### config.mk
export PLATFORM = sky130hd
export DESIGN_NAME = strap_capture_mgmt_pin_mux
export DESIGN_NICKNAME = d
export VERILOG_FILES = /design/src/strap_capture_mgmt_pin_mux.v /design/src/level_timer.v
export VERILOG_INCLUDE_DIRS = /design/src
export SDC_FILE = /design/constraint.sdc
export NUM_CORES = 1
export LEC_CHECK = 0
export BUFFER_PORTS_ARGS = -buffer_cell sky130_fd_sc_hd__buf_4
export CELL_PAD_IN_SITES_DETAIL_PLACEMENT = 0
export CELL_PAD_IN_SITES_GLOBAL_PLACEMENT = 1
export CORE_MARGIN = 5
export CORE_UTILIZATION = 45
export CTS_CLUSTER_DIAMETER = 150
export DETAILED_ROUTE_END_ITERATION = 8
export PLACE_DENSITY = 0.8
export SKIP_LAST_GASP = 1
export SYNTH_ARGS = -nofsm -noshare
export SYNTH_HDL_FRONTEND = slang
export SYNTH_SLANG_ARGS = --single-unit
### constraint.sdc
create_clock -name ref_clk -period 5.98 [get_ports ref_clk]
set_input_delay 0.299 -clock ref_clk [delete_from_list [all_inputs] [get_ports ref_clk]]
set_output_delay 0.299 -clock ref_clk [all_outputs]
set_load 0.1 [all_outputs]
### src/strap_consts.vh
`ifndef STRAP_CONSTS_VH
`define STRAP_CONSTS_VH

// ----------------------------------------
// Management interface strap codes
// ----------------------------------------
`define MODE_PAR16 3'h0
`define MODE_PAR8 3'h1
`define MODE_SER_MII 3'h2
`define MODE_SER_LITE 3'h3
`define MODE_SER_UNMGD 3'h7

// ----------------------------------------
// Strap bit positions
// ----------------------------------------
`define STRAP_DEBOUNCE 0
`define STRAP_MODE_LO 1
`define STRAP_MODE_HI 3
`define STRAP_ID_LO 4
`define STRAP_ID_HI 6
`define STRAP_EEPROM 7
`define STRAP_HOTSWAP 9
`define STRAP_PWRSAVE 11
`define STRAP_TIMEOUT 12

// ----------------------------------------
// Reset values
// ----------------------------------------
`define STRAP_RESET 16'h0000
`define MODE_RESET 3'h7
`define DATA_RESET 16'h0000

// ----------------------------------------
// Shared data pin roles in serial plus frame mode
// ----------------------------------------
`define PIN_TXD_LO 0
`define PIN_TX_CLK 4
`define PIN_TX_EN 5
`define PIN_RXD_LO 8
`define PIN_RX_CLK 12
`define PIN_RX_VALID 13
`define FRAME_TX_OE 16'h003f
`define FRAME_RX_OE 16'h1000

// ----------------------------------------
// Timing
// ----------------------------------------
`define REF_CLK_MHZ 250
`define FRAME_CLK_MHZ 25
`define FRAME_CLK_HALF (`REF_CLK_MHZ / (2 * `FRAME_CLK_MHZ))
`define TIMEOUT_SEC 5
`define TIMEOUT_CYCLES (`TIMEOUT_SEC * `REF_CLK_MHZ * 1000000)
`define IDLE_CYCLES 1024
`define DEBOUNCE_SAMPLES 3

`endif

### src/strap_capture_mgmt_pin_mux.v
`timescale 1ns/10ps
`include "strap_consts.vh"
// Notes on behaviour
// RQ1: Three interface strap bits pick 16-bit, 8-bit, serial plus frame, or serial only.
// RQ2: Code 111 turns address pins 0 and 1 into EEPROM data and clock.
// RQ3: Parallel host drives address, write, read, select over 16 or 8 data bits.
// RQ4: Serial modes reuse write as strobe, read as data out, select as data in.
// RQ5: Serial plus frame mode maps frame transmit and receive signals onto data pins.
// RQ6: All test straps and transmit-enable straps are sampled at reset. The code samples the transmit-enable straps only when strap bit 9 is set.
// RQ7: Strap bit 0 enables debounce on serial inputs in serial modes.
// RQ8: Strap bits 6 to 4 give the serial device identifier.
// RQ9: Unmanaged mode loads configuration from EEPROM when strap bit 7 enables it.
// RQ10: The EEPROM strap is ignored outside unmanaged serial mode.
// RQ11: Code 111 is unmanaged, code 011 is lightly managed serial only.
// RQ12: Module hot-swap support is enabled only by strap bit 9.
// RQ13: With hot-swap on, transmit-enable straps become each port's module type.
// RQ14: Strap bit 11 lets each port MAC enter low power after inactivity.
// RQ15: A power-saving port MAC wakes as soon as activity returns.
// RQ16: Strap bit 12 flags any state machine busy over five seconds.
module strap_capture_mgmt_pin_mux #(
  parameter NUM_PORTS = 9,
  parameter NUM_FSM = 4,
  parameter [30:0] TIMEOUT_CYCLES = `TIMEOUT_CYCLES,
  parameter [30:0] IDLE_CYCLES = `IDLE_CYCLES
) (
  // Clock, reset, enable
  input wire ref_clk,
  input wire rst_b,
  input wire clk_en,
  // Strap pins
  input wire [15:0] strap_test_pins,
  input wire [7:0] fast_port_tx_en,
  input wire uplink_tx_en,
  input wire uplink_tx_err,
  // Management pins
  input wire [2:0] pin_addr_in,
  output reg [1:0] pin_addr_out,
  output reg [1:0] pin_addr_oe,
  input wire pin_we_b,
  input wire pin_rd_b_in,
  output reg pin_rd_out,
  output reg pin_rd_oe,
  input wire pin_cs_b,
  output reg pin_int_b,
  input wire [15:0] pin_data_in,
  output reg [15:0] pin_data_out,
  output reg [15:0] pin_data_oe,
  // Parallel host side toward core
  output reg [2:0] host_addr,
  output reg host_wr,
  output reg host_rd,
  output reg [15:0] host_wdata,
  input wire [15:0] host_rdata,
  // Serial side toward core
  output reg serial_strobe,
  output reg serial_sdi,
  input wire serial_sdo,
  // EEPROM side toward core
  input wire eeprom_sda_drive,
  input wire eeprom_scl_drive,
  output reg eeprom_sda_in,
  // Frame path side toward core
  input wire [3:0] cpu_frame_txd,
  input wire cpu_frame_tx_en,
  output reg cpu_frame_tx_clk,
  output reg cpu_frame_rx_clk,
  output reg [3:0] cpu_frame_rxd,
  output reg cpu_frame_rx_valid,
  // Interrupt from core, active high
  input wire core_irq,
  // Captured configuration
  output reg strap_valid,
  output reg [2:0] mgmt_mode,
  output reg unmanaged,
  output reg lightly_managed,
  output reg debounce_en,
  output reg [2:0] serial_dev_id,
  output reg eeprom_load_en,
  output reg hotswap_en,
  output reg [7:0] fast_port_module_type,
  output reg [1:0] uplink_module_type,
  output reg power_save_en,
  output reg timeout_en,
  // Power saving
  input wire [NUM_PORTS-1:0] port_activity,
  output reg [NUM_PORTS-1:0] port_power_save,
  // Stuck state monitor
  input wire [NUM_FSM-1:0] fsm_busy,
  output reg [NUM_FSM-1:0] fsm_stuck,
  output reg timeout_reset
);

  // Divider half period, cut on purpose to the counter width
  localparam integer HALF_CYCLES = `FRAME_CLK_HALF;
  localparam [3:0] HALF = HALF_CYCLES[3:0];

  // ----------------------------------------
  // Mode helpers
  // ----------------------------------------
  function is_serial;
    input [2:0] m;
    begin
      is_serial = (m == `MODE_SER_MII) || (m == `MODE_SER_LITE) || (m == `MODE_SER_UNMGD);
    end
  endfunction

  function is_parallel;
    input [2:0] m;
    begin
      is_parallel = (m == `MODE_PAR16) || (m == `MODE_PAR8);
    end
  endfunction

  // ----------------------------------------
  // Strap capture
  // ----------------------------------------
  reg [15:0] strap;
  reg [2:0] mode;

  // Sampled on first enabled edge after release; a reset can only load constants
  always @(posedge ref_clk or negedge rst_b) begin
    if (!rst_b) begin
      strap <= `STRAP_RESET;
      strap_valid <= 1'b0;
      fast_port_module_type <= 8'h00;
      uplink_module_type <= 2'h0;
    end else if (clk_en && !strap_valid) begin
      strap <= strap_test_pins; // [RQ6]
      strap_valid <= 1'b1;
      if (strap_test_pins[`STRAP_HOTSWAP]) begin
        fast_port_module_type <= fast_port_tx_en; // [RQ13]
        uplink_module_type <= {uplink_tx_err, uplink_tx_en}; // [RQ13]
      end
    end
  end

  // Interface code, legal codes only; unknown codes fall back to serial only
  always @* begin
    mode = strap[`STRAP_MODE_HI:`STRAP_MODE_LO];
    case (mode)
      `MODE_PAR16, `MODE_PAR8, `MODE_SER_MII, `MODE_SER_LITE, `MODE_SER_UNMGD: mode = mode; // [RQ1]
      default: mode = `MODE_SER_LITE;
    endcase
  end

  // Configuration outputs derived from the captured straps
  always @(posedge ref_clk or negedge rst_b) begin
    if (!rst_b) begin
      mgmt_mode <= `MODE_RESET;
      unmanaged <= 1'b0;
      lightly_managed <= 1'b0;
      debounce_en <= 1'b0;
      serial_dev_id <= 3'h0;
      eeprom_load_en <= 1'b0;
      hotswap_en <= 1'b0;
      power_save_en <= 1'b0;
      timeout_en <= 1'b0;
    end else if (clk_en && strap_valid) begin
      mgmt_mode <= mode; // [RQ1]
      unmanaged <= (mode == `MODE_SER_UNMGD); // [RQ11]
      lightly_managed <= (mode == `MODE_SER_LITE); // [RQ11]
      debounce_en <= is_serial(mode) && strap[`STRAP_DEBOUNCE]; // [RQ7]
      serial_dev_id <= is_serial(mode) ? strap[`STRAP_ID_HI:`STRAP_ID_LO] : 3'h0; // [RQ8]
      // Pulled low to enable; meaningless in any managed mode
      eeprom_load_en <= (mode == `MODE_SER_UNMGD) && !strap[`STRAP_EEPROM]; // [RQ9] [RQ10]
      hotswap_en <= strap[`STRAP_HOTSWAP]; // [RQ12]
      power_save_en <= strap[`STRAP_PWRSAVE]; // [RQ14]
      timeout_en <= strap[`STRAP_TIMEOUT]; // [RQ16]
    end
  end

  // ----------------------------------------
  // Serial input debounce
  // ----------------------------------------
  reg [`DEBOUNCE_SAMPLES-1:0] strobe_hist;
  reg [`DEBOUNCE_SAMPLES-1:0] sdi_hist;
  reg strobe_clean;
  reg sdi_clean;

  // Filtered level moves only after all samples agree; costs a few cycles of latency
  always @(posedge ref_clk or negedge rst_b) begin
    if (!rst_b) begin
      strobe_hist <= {`DEBOUNCE_SAMPLES{1'b1}};
      sdi_hist <= {`DEBOUNCE_SAMPLES{1'b1}};
      strobe_clean <= 1'b1;
      sdi_clean <= 1'b1;
    end else if (clk_en) begin
      strobe_hist <= {strobe_hist[`DEBOUNCE_SAMPLES-2:0], pin_we_b};
      sdi_hist <= {sdi_hist[`DEBOUNCE_SAMPLES-2:0], pin_cs_b};
      if (&strobe_hist)
        strobe_clean <= 1'b1;
      else if (~|strobe_hist)
        strobe_clean <= 1'b0;
      if (&sdi_hist)
        sdi_clean <= 1'b1;
      else if (~|sdi_hist)
        sdi_clean <= 1'b0;
    end
  end

  // ----------------------------------------
  // Frame clock divider
  // ----------------------------------------
  reg [3:0] div_count;
  reg frame_clk;

  // Device sources both frame clocks toward the host
  always @(posedge ref_clk or negedge rst_b) begin
    if (!rst_b) begin
      div_count <= 4'h0;
      frame_clk <= 1'b0;
    end else if (clk_en) begin
      if (div_count == HALF - 1'b1) begin
        div_count <= 4'h0;
        frame_clk <= ~frame_clk;
      end else begin
        div_count <= div_count + 1'b1;
      end
    end
  end

  // ----------------------------------------
  // Pin mux
  // ----------------------------------------
  wire par_cycle = !pin_cs_b && is_parallel(mode);

  // Every pin except pin_int_b stays undriven until straps are captured
  always @(posedge ref_clk or negedge rst_b) begin
    if (!rst_b) begin
      pin_addr_out <= 2'h0;
      pin_addr_oe <= 2'h0;
      pin_rd_out <= 1'b0;
      pin_rd_oe <= 1'b0;
      pin_int_b <= 1'b1;
      pin_data_out <= `DATA_RESET;
      pin_data_oe <= `DATA_RESET;
      host_addr <= 3'h0;
      host_wr <= 1'b0;
      host_rd <= 1'b0;
      host_wdata <= `DATA_RESET;
      serial_strobe <= 1'b1;
      serial_sdi <= 1'b1;
      eeprom_sda_in <= 1'b1;
      cpu_frame_tx_clk <= 1'b0;
      cpu_frame_rx_clk <= 1'b0;
      cpu_frame_rxd <= 4'h0;
      cpu_frame_rx_valid <= 1'b0;
    end else if (clk_en) begin
      pin_int_b <= ~core_irq; // [RQ4]
      pin_addr_out <= 2'h0;
      pin_addr_oe <= 2'h0;
      pin_rd_out <= 1'b0;
      pin_rd_oe <= 1'b0;
      pin_data_out <= `DATA_RESET;
      pin_data_oe <= `DATA_RESET;
      host_wr <= 1'b0;
      host_rd <= 1'b0;
      cpu_frame_tx_clk <= frame_clk;
      cpu_frame_rx_clk <= frame_clk;
      if (strap_valid) begin
        if (is_parallel(mode)) begin
          host_addr <= pin_addr_in; // [RQ3]
          host_wr <= par_cycle && !pin_we_b; // [RQ3]
          host_rd <= par_cycle && !pin_rd_b_in; // [RQ3]
          if (mode == `MODE_PAR16) begin
            host_wdata <= pin_data_in; // [RQ3]
            pin_data_out <= host_rdata;
            pin_data_oe <= (par_cycle && !pin_rd_b_in) ? 16'hffff : 16'h0000;
          end else begin
            // Upper byte is not used in the narrow bus
            host_wdata <= {8'h00, pin_data_in[7:0]}; // [RQ3]
            pin_data_out <= {8'h00, host_rdata[7:0]};
            pin_data_oe <= (par_cycle && !pin_rd_b_in) ? 16'h00ff : 16'h0000;
          end
        end else begin
          serial_strobe <= debounce_en ? strobe_clean : pin_we_b; // [RQ4] [RQ7]
          serial_sdi <= debounce_en ? sdi_clean : pin_cs_b; // [RQ4] [RQ7]
          pin_rd_out <= serial_sdo; // [RQ4]
          pin_rd_oe <= 1'b1; // [RQ4]
          if (mode == `MODE_SER_UNMGD) begin
            pin_addr_out <= {eeprom_scl_drive, 1'b0}; // [RQ2]
            // Open-drain data line: drive only the low level
            pin_addr_oe <= {1'b1, !eeprom_sda_drive}; // [RQ2]
            eeprom_sda_in <= pin_addr_in[0]; // [RQ2]
          end
          if (mode == `MODE_SER_MII) begin
            pin_data_out[`PIN_TXD_LO +: 4] <= cpu_frame_txd; // [RQ5]
            pin_data_out[`PIN_TX_CLK] <= frame_clk; // [RQ5]
            pin_data_out[`PIN_TX_EN] <= cpu_frame_tx_en; // [RQ5]
            pin_data_out[`PIN_RX_CLK] <= frame_clk; // [RQ5]
            pin_data_oe <= `FRAME_TX_OE | `FRAME_RX_OE; // [RQ5]
            cpu_frame_rxd <= pin_data_in[`PIN_RXD_LO +: 4]; // [RQ5]
            cpu_frame_rx_valid <= pin_data_in[`PIN_RX_VALID]; // [RQ5]
          end
        end
      end
    end
  end

  // ----------------------------------------
  // Port MAC power saving
  // ----------------------------------------
  wire [NUM_PORTS-1:0] idle_expired;
  wire [NUM_FSM-1:0] busy_expired;

  genvar gi;
  generate
    for (gi = 0; gi < NUM_PORTS; gi = gi + 1) begin : g_idle
      level_timer #(.W(31), .LIMIT(IDLE_CYCLES)) u_idle (
        .ref_clk(ref_clk),
        .rst_b(rst_b),
        .clk_en(clk_en),
        .run(power_save_en && !port_activity[gi]),
        .expired(idle_expired[gi])
      );
    end
    for (gi = 0; gi < NUM_FSM; gi = gi + 1) begin : g_busy
      level_timer #(.W(31), .LIMIT(TIMEOUT_CYCLES)) u_busy (
        .ref_clk(ref_clk),
        .rst_b(rst_b),
        .clk_en(clk_en),
        .run(timeout_en && fsm_busy[gi]),
        .expired(busy_expired[gi])
      );
    end
  endgenerate

  // Activity in this cycle wakes the port without waiting on the timer
  always @(posedge ref_clk or negedge rst_b) begin
    if (!rst_b) begin
      port_power_save <= {NUM_PORTS{1'b0}};
    end else if (clk_en) begin
      port_power_save <= {NUM_PORTS{power_save_en}} & idle_expired & ~port_activity; // [RQ14] [RQ15]
    end
  end

  // ----------------------------------------
  // Stuck state monitor
  // ----------------------------------------
  // One reset pulse per cycle in which any machine newly sticks, not a continuous reset
  always @(posedge ref_clk or negedge rst_b) begin
    if (!rst_b) begin
      fsm_stuck <= {NUM_FSM{1'b0}};
      timeout_reset <= 1'b0;
    end else if (clk_en) begin
      fsm_stuck <= {NUM_FSM{timeout_en}} & busy_expired & fsm_busy; // [RQ16]
      timeout_reset <= |({NUM_FSM{timeout_en}} & busy_expired & fsm_busy & ~fsm_stuck); // [RQ16]
    end
  end

endmodule // strap_capture_mgmt_pin_mux

### src/level_timer.v
`timescale 1ns/10ps
// ----------------------------------------
// Saturating timer: expired once run held LIMIT cycles
// ----------------------------------------
module level_timer #(
  parameter W = 31,
  parameter [W-1:0] LIMIT = 1024
) (
  // Clock and reset
  input wire ref_clk,
  input wire rst_b,
  input wire clk_en,
  // Control
  input wire run,
  output reg expired
);

  reg [W-1:0] count;

  // Count while run is high, clear at once when it drops
  always @(posedge ref_clk or negedge rst_b) begin
    if (!rst_b) begin
      count <= {W{1'b0}};
      expired <= 1'b0;
    end else if (clk_en) begin
      if (!run) begin
        count <= {W{1'b0}};
        expired <= 1'b0;
      end else if (count >= LIMIT - 1'b1) begin
        // Saturate so a long stall cannot wrap and re-arm
        expired <= 1'b1;
      end else begin
        count <= count + 1'b1;
      end
    end
  end

endmodule // level_timer

==> flow_metrics.tcl, run 1 <==
set metrics [dict create \
    synth_enable_flop_cells 0 \
    final-seq-area_um2 13360 \
    post_synthesis_mean_instance_area_um2 10.51 \
    floorplan.initialDensity 0.4547 \
    synth_top_area_share 0.5545 \
    vias 17090 \
    timing.max_slew.rel_slack 0.1618 \
    period_needed_ns 3.065 \
    drv_slew 0 \
    peakVddDrop_mv 0.3293 \
    area_delta_synth_final_pct 19.50 \
    gp_congestion 0.8005 \
    cp-start-kind "register" \
    outcome "complete, no violations" \
    drcViolationCount 0 \
    viasPerCell 5.388 \
    crit_path_end_kind "register" \
    wirelength_um 51720 \
    die_w_um 237.9 \
    io_pins 197 \
    fraction_of_layout_cells_with_a_size_suffix_above_1 0.1497 \
    post_cts_resize_count 0 \
    io_buffers 190 \
    synth-async-reset-ratio 1.000 \
    power_density_over_cell_area_nw_per_um2 317.7 \
    drt_pass1_iterations 5 \
    layout.filler_cells 4428 \
    skew_ns 0.01505 \
    criticalPathCategory "reg -> reg" \
    grt.total_usage 0.1817 \
    hpwl_um 33200 \
    finalHoldViolations 0 \
    synth_area_um2 23380 \
    maximum_number_of_pins_on_one_net_before_global_route_repair 179 \
    yosysMostFrequentCell "sky130_fd_sc_hd__dfrtp_1" \
    clock_sink_count 533 \
    ys_seq_elements 533 \
    core.rowCount 83 \
    top_post_synthesis_cells_by_area "sky130_fd_sc_hd__dfrtp_1 (55%), sky130_fd_sc_hd__and2_1 (5.9%), sky130_fd_sc_hd__nand2_1 (3.4%)" \
    share_of_the_core_filled_with_cells_in_the_final_layout 0.5434 \
    yosys_warnings 0 \
    max_cap_check_violation_count 0 \
    insertion_delay_of_the_later_clocked_pin_in_the_worst_skew_pair_ns 0.61 \
    routed_wirelength_normalized_by_instance_count_um 16.31 \
    setup_violations 0 \
    cts.clk_slew.worst_paths_ns 0.06 \
    grt_pass1_wl_um 88040 \
    cp_data_required_time_ns 6.50 \
    final_ant_viol_nets 0 \
    power.static_leakage_nw 13.20 \
    drc_marker_count_from_the_first_detailed_route_iteration 1180 \
    unrepaired_setup_endpoints_after_global_routing "no" \
    cpMaxStageDelayCell "sky130_fd_sc_hd__a21oi_1" \
    tritoncts "yes" \
    yosys-top-cells-count "sky130_fd_sc_hd__dfrtp_1 (518), sky130_fd_sc_hd__and2_1 (219), sky130_fd_sc_hd__nand2_1 (212), sky130_fd_sc_hd__nor2_1 (208), sky130_fd_sc_hd__nand4_1 (82)" \
    tightestPinTransition_ns 1.253 \
    timing.final.crit_share 0.5125 \
    crit_arrival_ns 3.59 \
    coreArea_um2 51410 \
    n_antenna_cell 0 \
    cpMostUsedCell "sky130_fd_sc_hd__a21oi_1" \
    synth_sequential_area_ratio 0.5714 \
    netlist.top_cell.by_area "sky130_fd_sc_hd__dfrtp_1" \
    grt_overflow 0 \
    tritoncts.num_buffers 56 \
    grt_antenna_before_repair 0 \
    h_tree_level_count 2 \
    multi_input_comb_area_um2 9428 \
    worst_min_path_class "in -> reg" \
    net_count_of_the_finished_layout 2552 \
    fmaxAchievable_ghz 0.3263 \
    synth_cells 2224 \
    number_of_buffers_between_clock_root_and_the_deepest_sink 3 \
    fp.dieArea_um2 56610 \
    synthDistinctLibCells 77 \
    crit_path_max_incr_delay_ns 0.81 \
    leading_register_cell_type_out_of_synthesis "sky130_fd_sc_hd__dfrtp_1" \
    worst_path_fanout_max 17 \
    critical_path.cell_chain "ha_1, a21oi_1, o31ai_1, a211o_1, a21oi_1, or4b_1, a21oi_1" \
    setup-tns-final_ns 0 \
    design_power_total_mw 8.874 \
    syn_nets 2328 \
    floorplan.die.height_um 237.9 \
    via_count_of_the_first_global_routing_pass 17310 \
    cts_root_buf "sky130_fd_sc_hd__clkbuf_16" \
]
==> worst max-delay path, delay by kind of cell (launching register included) <==
family | cells | cell delay, ns
AND/OR/NAND/NOR | 1 | 0.50
flip-flops | 1 | 0.43
adder cells (fa/ha/maj) | 1 | 0.30
AO/OA/AOI/OAI | 5 | 1.75
==> area by class of cell <==
class                           instances  share of cell area
Tap cell                              680             0.03046
Inverter                               36            0.004927
Clock inverter                         22            0.009048
Multi-Input combinational cell       1545              0.3375
Clock buffer                           79             0.05832
Sequential cell                       533              0.4781
Timing Repair Buffer                  276             0.08161
==> power breakdown <==
part           internal [mW]  switching [mW]
registers               3.76           0.122
clock network           2.07            1.45
logic                  0.330            1.14
total                   6.16            2.71
==> final timing paths <==
| check | cells past startpoint | startpoint | to | slack [ns] |
|---|---|---|---|---|
| min in group asynchronous | 2 | rst_b | g_idle[2].u_idle.count[27]$_DFFE_PN0P_ | 0.29 |
| worst min register to register | 2 | mgmt_mode[2]$_DFFE_PN1P_ | mgmt_mode[2]$_DFFE_PN1P_ | 0.46 |
| worst max-delay path | 7 | g_busy[0].u_busy.count[0]$_DFFE_PN0P_ | g_busy[0].u_busy.count[25]$_DFFE_PN0P_ | 2.92 |
| worst max register to register | 7 | g_busy[0].u_busy.count[0]$_DFFE_PN0P_ | g_busy[0].u_busy.count[25]$_DFFE_PN0P_ | 2.92 |
| max in group asynchronous | 3 | rst_b | g_idle[4].u_idle.expired$_DFFE_PN0P_ | 4.36 |
| worst min-delay path | 3 | fsm_busy[3] | fsm_stuck[3]$_DFFE_PN0P_ | 0.05 |
==> flip-flops by register name, indices dropped and copies added (netlist names), 2 cells and up <==
signal                 flops
g_idle.u_idle.count      279
g_busy.u_busy.count      124
host_wdata                16
pin_data_out              16
strap                     11
g_idle.u_idle.expired      9
port_power_save            9
fast_port_module_type      8
cpu_frame_rxd              4
div_count                  4
fsm_stuck                  4
g_busy.u_busy.expired      4
pin_data_oe                4
host_addr                  3
mgmt_mode                  3
sdi_hist                   3
serial_dev_id              3
strobe_hist                3
pin_addr_oe                2
uplink_module_type         2
==> timing repair <==
action                                 4_1_cts  5_1_grt
setup buffers                                0        0
endpoints found under the hold margin      148        0
hold buffers                                70        0
==> cells in the final DEF (no fill, tap or decap), types with 35 or more instances in the layout <==
master	count
sky130_fd_sc_hd__buf_4	203
sky130_fd_sc_hd__nand4_1	82
sky130_fd_sc_hd__nand2_1	212
sky130_fd_sc_hd__nand3_1	71
sky130_fd_sc_hd__nor2_1	208
sky130_fd_sc_hd__xnor2_1	42
sky130_fd_sc_hd__dlygate4sd3_1	70
sky130_fd_sc_hd__inv_1	35
sky130_fd_sc_hd__xor2_1	68
sky130_fd_sc_hd__nor3_1	52
sky130_fd_sc_hd__clkbuf_16	57
sky130_fd_sc_hd__o21ai_0	57
sky130_fd_sc_hd__nor4_1	49
sky130_fd_sc_hd__and2_1	219
sky130_fd_sc_hd__and3_1	48
sky130_fd_sc_hd__dfrtp_1	518
sky130_fd_sc_hd__a21oi_1	77
==> logic make-up after synthesis <==
family,after synthesis,share of synthesized area
simple gates,1053,0.2358
xor+xnor,110,0.04121
fa+ha+maj,15,0.008029
mux,48,0.02221
compound gates,318,0.09517
buf+inv,146,0.02601
flops,533,0.5714
other cells,1,0.0001604
==> per-layer routing <==
| layer | up-vias | GRT usage | part of all wire |
|---|---|---|---|
| li1 | 8264 | - | - |
| met1 | 8430 | 0.2573 | 0.47 |
| met2 | 308 | 0.2905 | 0.47 |
| met3 | 83 | 0.03294 | 0.043 |
| met4 | 0 | 0.05160 | 0.022 |
| met5 | - | 0 | 0 |
==> stage by stage <==
stage	hold slack (ns)	instances	cell area, um2	setup WS (ns)
final	0.05159	3171	27930	2.915
after global placement	0.3273	3000	25350	2.918
after CTS	0.006014	3171	27930	2.910
after floorplan	0.003409	2224	23380	3.497
after global routing	0.04023	3171	27930	2.669
after detailed placement	0.3453	3000	25350	2.951
No activity file was read; power rests on OpenSTA's default activity.
==> inputs of run 2 (changes only) <==
- CORE_UTILIZATION: 45 -> 43
- clock period: 5.98 -> 2.7 ns (I/O delays scaled with it)
==> flow_metrics.tcl, run 2 (synthesis gave the netlist of run 1 again) <==
set metrics [dict create \
    outcome "complete, no violations" \
    crit_arrival_ns 3.05 \
    crit_path_end_kind "register" \
    design_power_total_mw 20.02 \
    setup.worst_path.start "g_busy[0].u_busy.count[0]$_DFFE_PN0P_" \
    peakVddDrop_mv 0.6697 \
    fmaxAchievable_ghz 0.3957 \
    worstReg2RegStart "g_busy[0].u_busy.count[0]$_DFFE_PN0P_" \
    cp_data_required_time_ns 3.22 \
    drv_slew 0 \
    timing.max_slew.rel_slack 0.4241 \
    layout.filler_cells 4673 \
    vias 17290 \
    tightestPinTransition_ns 0.8560 \
    criticalPathCategory "reg -> reg" \
    met3RoutedLength_um 2171 \
    holdPathEnd "pin_data_oe[12]$_DFFE_PN0P_" \
    cts_root_buf "sky130_fd_sc_hd__clkbuf_16" \
    skew_ns 0.01896 \
    insertion_delay_of_the_later_clocked_pin_in_the_worst_skew_pair_ns 0.61 \
    timing.final.crit_share 0.9361 \
    grt_antenna_before_repair 2 \
    maximum_number_of_pins_on_one_net_before_global_route_repair 106 \
    drc_marker_count_from_the_first_detailed_route_iteration 1079 \
    drcViolationCount 0 \
    hpwl_um 35130 \
    worst_min_path_class "in -> reg" \
    wirelength_um 52470 \
    cp-start-kind "register" \
    reg2reg_depth 7 \
    highest-signal-layer "met4" \
    routed_wirelength_normalized_by_instance_count_um 16.24 \
    min_delay_path_depth 3 \
    net_count_of_the_finished_layout 2590 \
    final_ant_viol_nets 0 \
    pre_cts_ws_ns 0.1888 \
    top_register "g_idle.u_idle.count" \
    worst_path_fanout_max 14 \
    tritoncts.num_buffers 55 \
    io_pins 197 \
    fp.dieArea_um2 59130 \
    via_count_of_the_first_global_routing_pass 17450 \
    post-cts-setup-buffers 0 \
    wl_met1_um 23980 \
    setup-tns-final_ns 0 \
    power.static_leakage_nw 13.45 \
    number_of_buffers_between_clock_root_and_the_deepest_sink 3 \
    place_area_um2 25630 \
    final.setup.worst_slack_ns 0.1727 \
    grt_overflow 0 \
    r2r_setup_slack_ns 0.17 \
    viasPerCell 5.351 \
    reg_top3 "g_idle.u_idle.count: 279 flops, g_busy.u_busy.count: 124 flops" \
    grt.total_usage 0.1746 \
    die_w_um 243.2 \
    mostFrequentLayoutCell "sky130_fd_sc_hd__dfrtp_1" \
    whs_ns 0.06458 \
    floorplan.initialDensity 0.4344 \
    drt_pass1_iterations 5 \
    unrepaired_setup_endpoints_after_global_routing "no" \
    core.rowCount 85 \
    max_cap_check_violation_count 0 \
    fraction_of_layout_cells_with_a_size_suffix_above_1 0.1611 \
    floorplan.die.height_um 243.2 \
    finalHoldViolations 0 \
    largest_reg_flops 279 \
    worst_hold_startpoint "clk_en" \
    grt_pass1_wl_um 88510 \
    cts.clk_slew.worst_paths_ns 0.06 \
    crit-reg2reg-capture "g_busy[0].u_busy.count[5]$_DFFE_PN0P_" \
    tritoncts "yes" \
    setup_violations 0 \
    gp_congestion 0.8219 \
    power_density_over_cell_area_nw_per_um2 703.8 \
    h_tree_level_count 2 \
    clock_sink_count 533 \
    area_delta_synth_final_pct 21.67 \
    wl_met2_um 25090 \
    io_buffers 190 \
    period_needed_ns 2.527 \
    layout.cell_area.non_filler_um2 28440 \
    most-common-layout-cells "sky130_fd_sc_hd__dfrtp_1 (518), sky130_fd_sc_hd__buf_4 (227), sky130_fd_sc_hd__and2_1 (218), sky130_fd_sc_hd__nand2_1 (212), sky130_fd_sc_hd__nor2_1 (208)" \
    coreArea_um2 53810 \
]
==> run 2: what timing repair did <==
item | in CTS | in global routing
endpoints found under the setup margin | 0 | 6
hold buffers | 81 | 0
hold endpoints to repair | 629 | 0
gates resized for setup | 0 | 3
==> run 2: through the flow <==
step	util	cells
2_1_floorplan	-	2224
3_3_place_gp	0.4763	3044
5_1_grt	0.5285	3231
4_1_cts	0.5283	3229
6_report	0.5285	3231
3_5_place_dp	0.4763	3044
==> run 2: cell type report <==
class,count,area (um2),share of cell area
clock inverters,30,417.9,0.01469
repair buffers,315,2650,0.09317
well taps,696,870.8,0.03062
clock buffers,74,1569,0.05516
diodes,2,5.005,0.0001760
inverters,36,137.6,0.004839
flip-flops and latches,533,13360,0.4696
multi-input cells,1545,9435,0.3317
==> run 2: per-layer routing <==
| layer | vias to the layer above | global-route usage |
|---|---|---|
| met4 | 0 | 0.05123 |
| met2 | 281 | 0.2850 |
| met5 | - | 0 |
| met1 | 8559 | 0.2415 |
| li1 | 8365 | - |
| met3 | 85 | 0.03058 |
==> run 2: worst max-delay path by stage <==
stage,slack (ns),to,cells after the start
floorplan,0.22,host_wdata[13]$_DFFE_PN0P_,5
global placement,0.22,g_busy[0].u_busy.count[10]$_DFFE_PN0P_,8
detailed placement,0.19,g_busy[0].u_busy.count[5]$_DFFE_PN0P_,7
CTS,0.1,pin_data_out[1]$_DFFE_PN0P_,5
global route,0.007,g_busy[0].u_busy.count[14]$_DFFE_PN0P_,8
finish,0.17,g_busy[0].u_busy.count[5]$_DFFE_PN0P_,7
==> run 2: critical path: stages (launching register included) <==
cell                      delay, ns
sky130_fd_sc_hd__dfrtp_1       0.43
sky130_fd_sc_hd__ha_1          0.29
sky130_fd_sc_hd__a21oi_1       0.14
sky130_fd_sc_hd__o31ai_1       0.10
sky130_fd_sc_hd__a211o_1       0.43
sky130_fd_sc_hd__and2_1        0.36
sky130_fd_sc_hd__or4_1         0.52
sky130_fd_sc_hd__a21oi_1       0.17
==> run 2: power by group <==
part           total (mW)  switching, mW  internal [mW]
combinational        3.30           2.53          0.767
clock                8.14           3.26           4.88
sequential           8.58          0.261           8.32
total                20.0           6.05           14.0
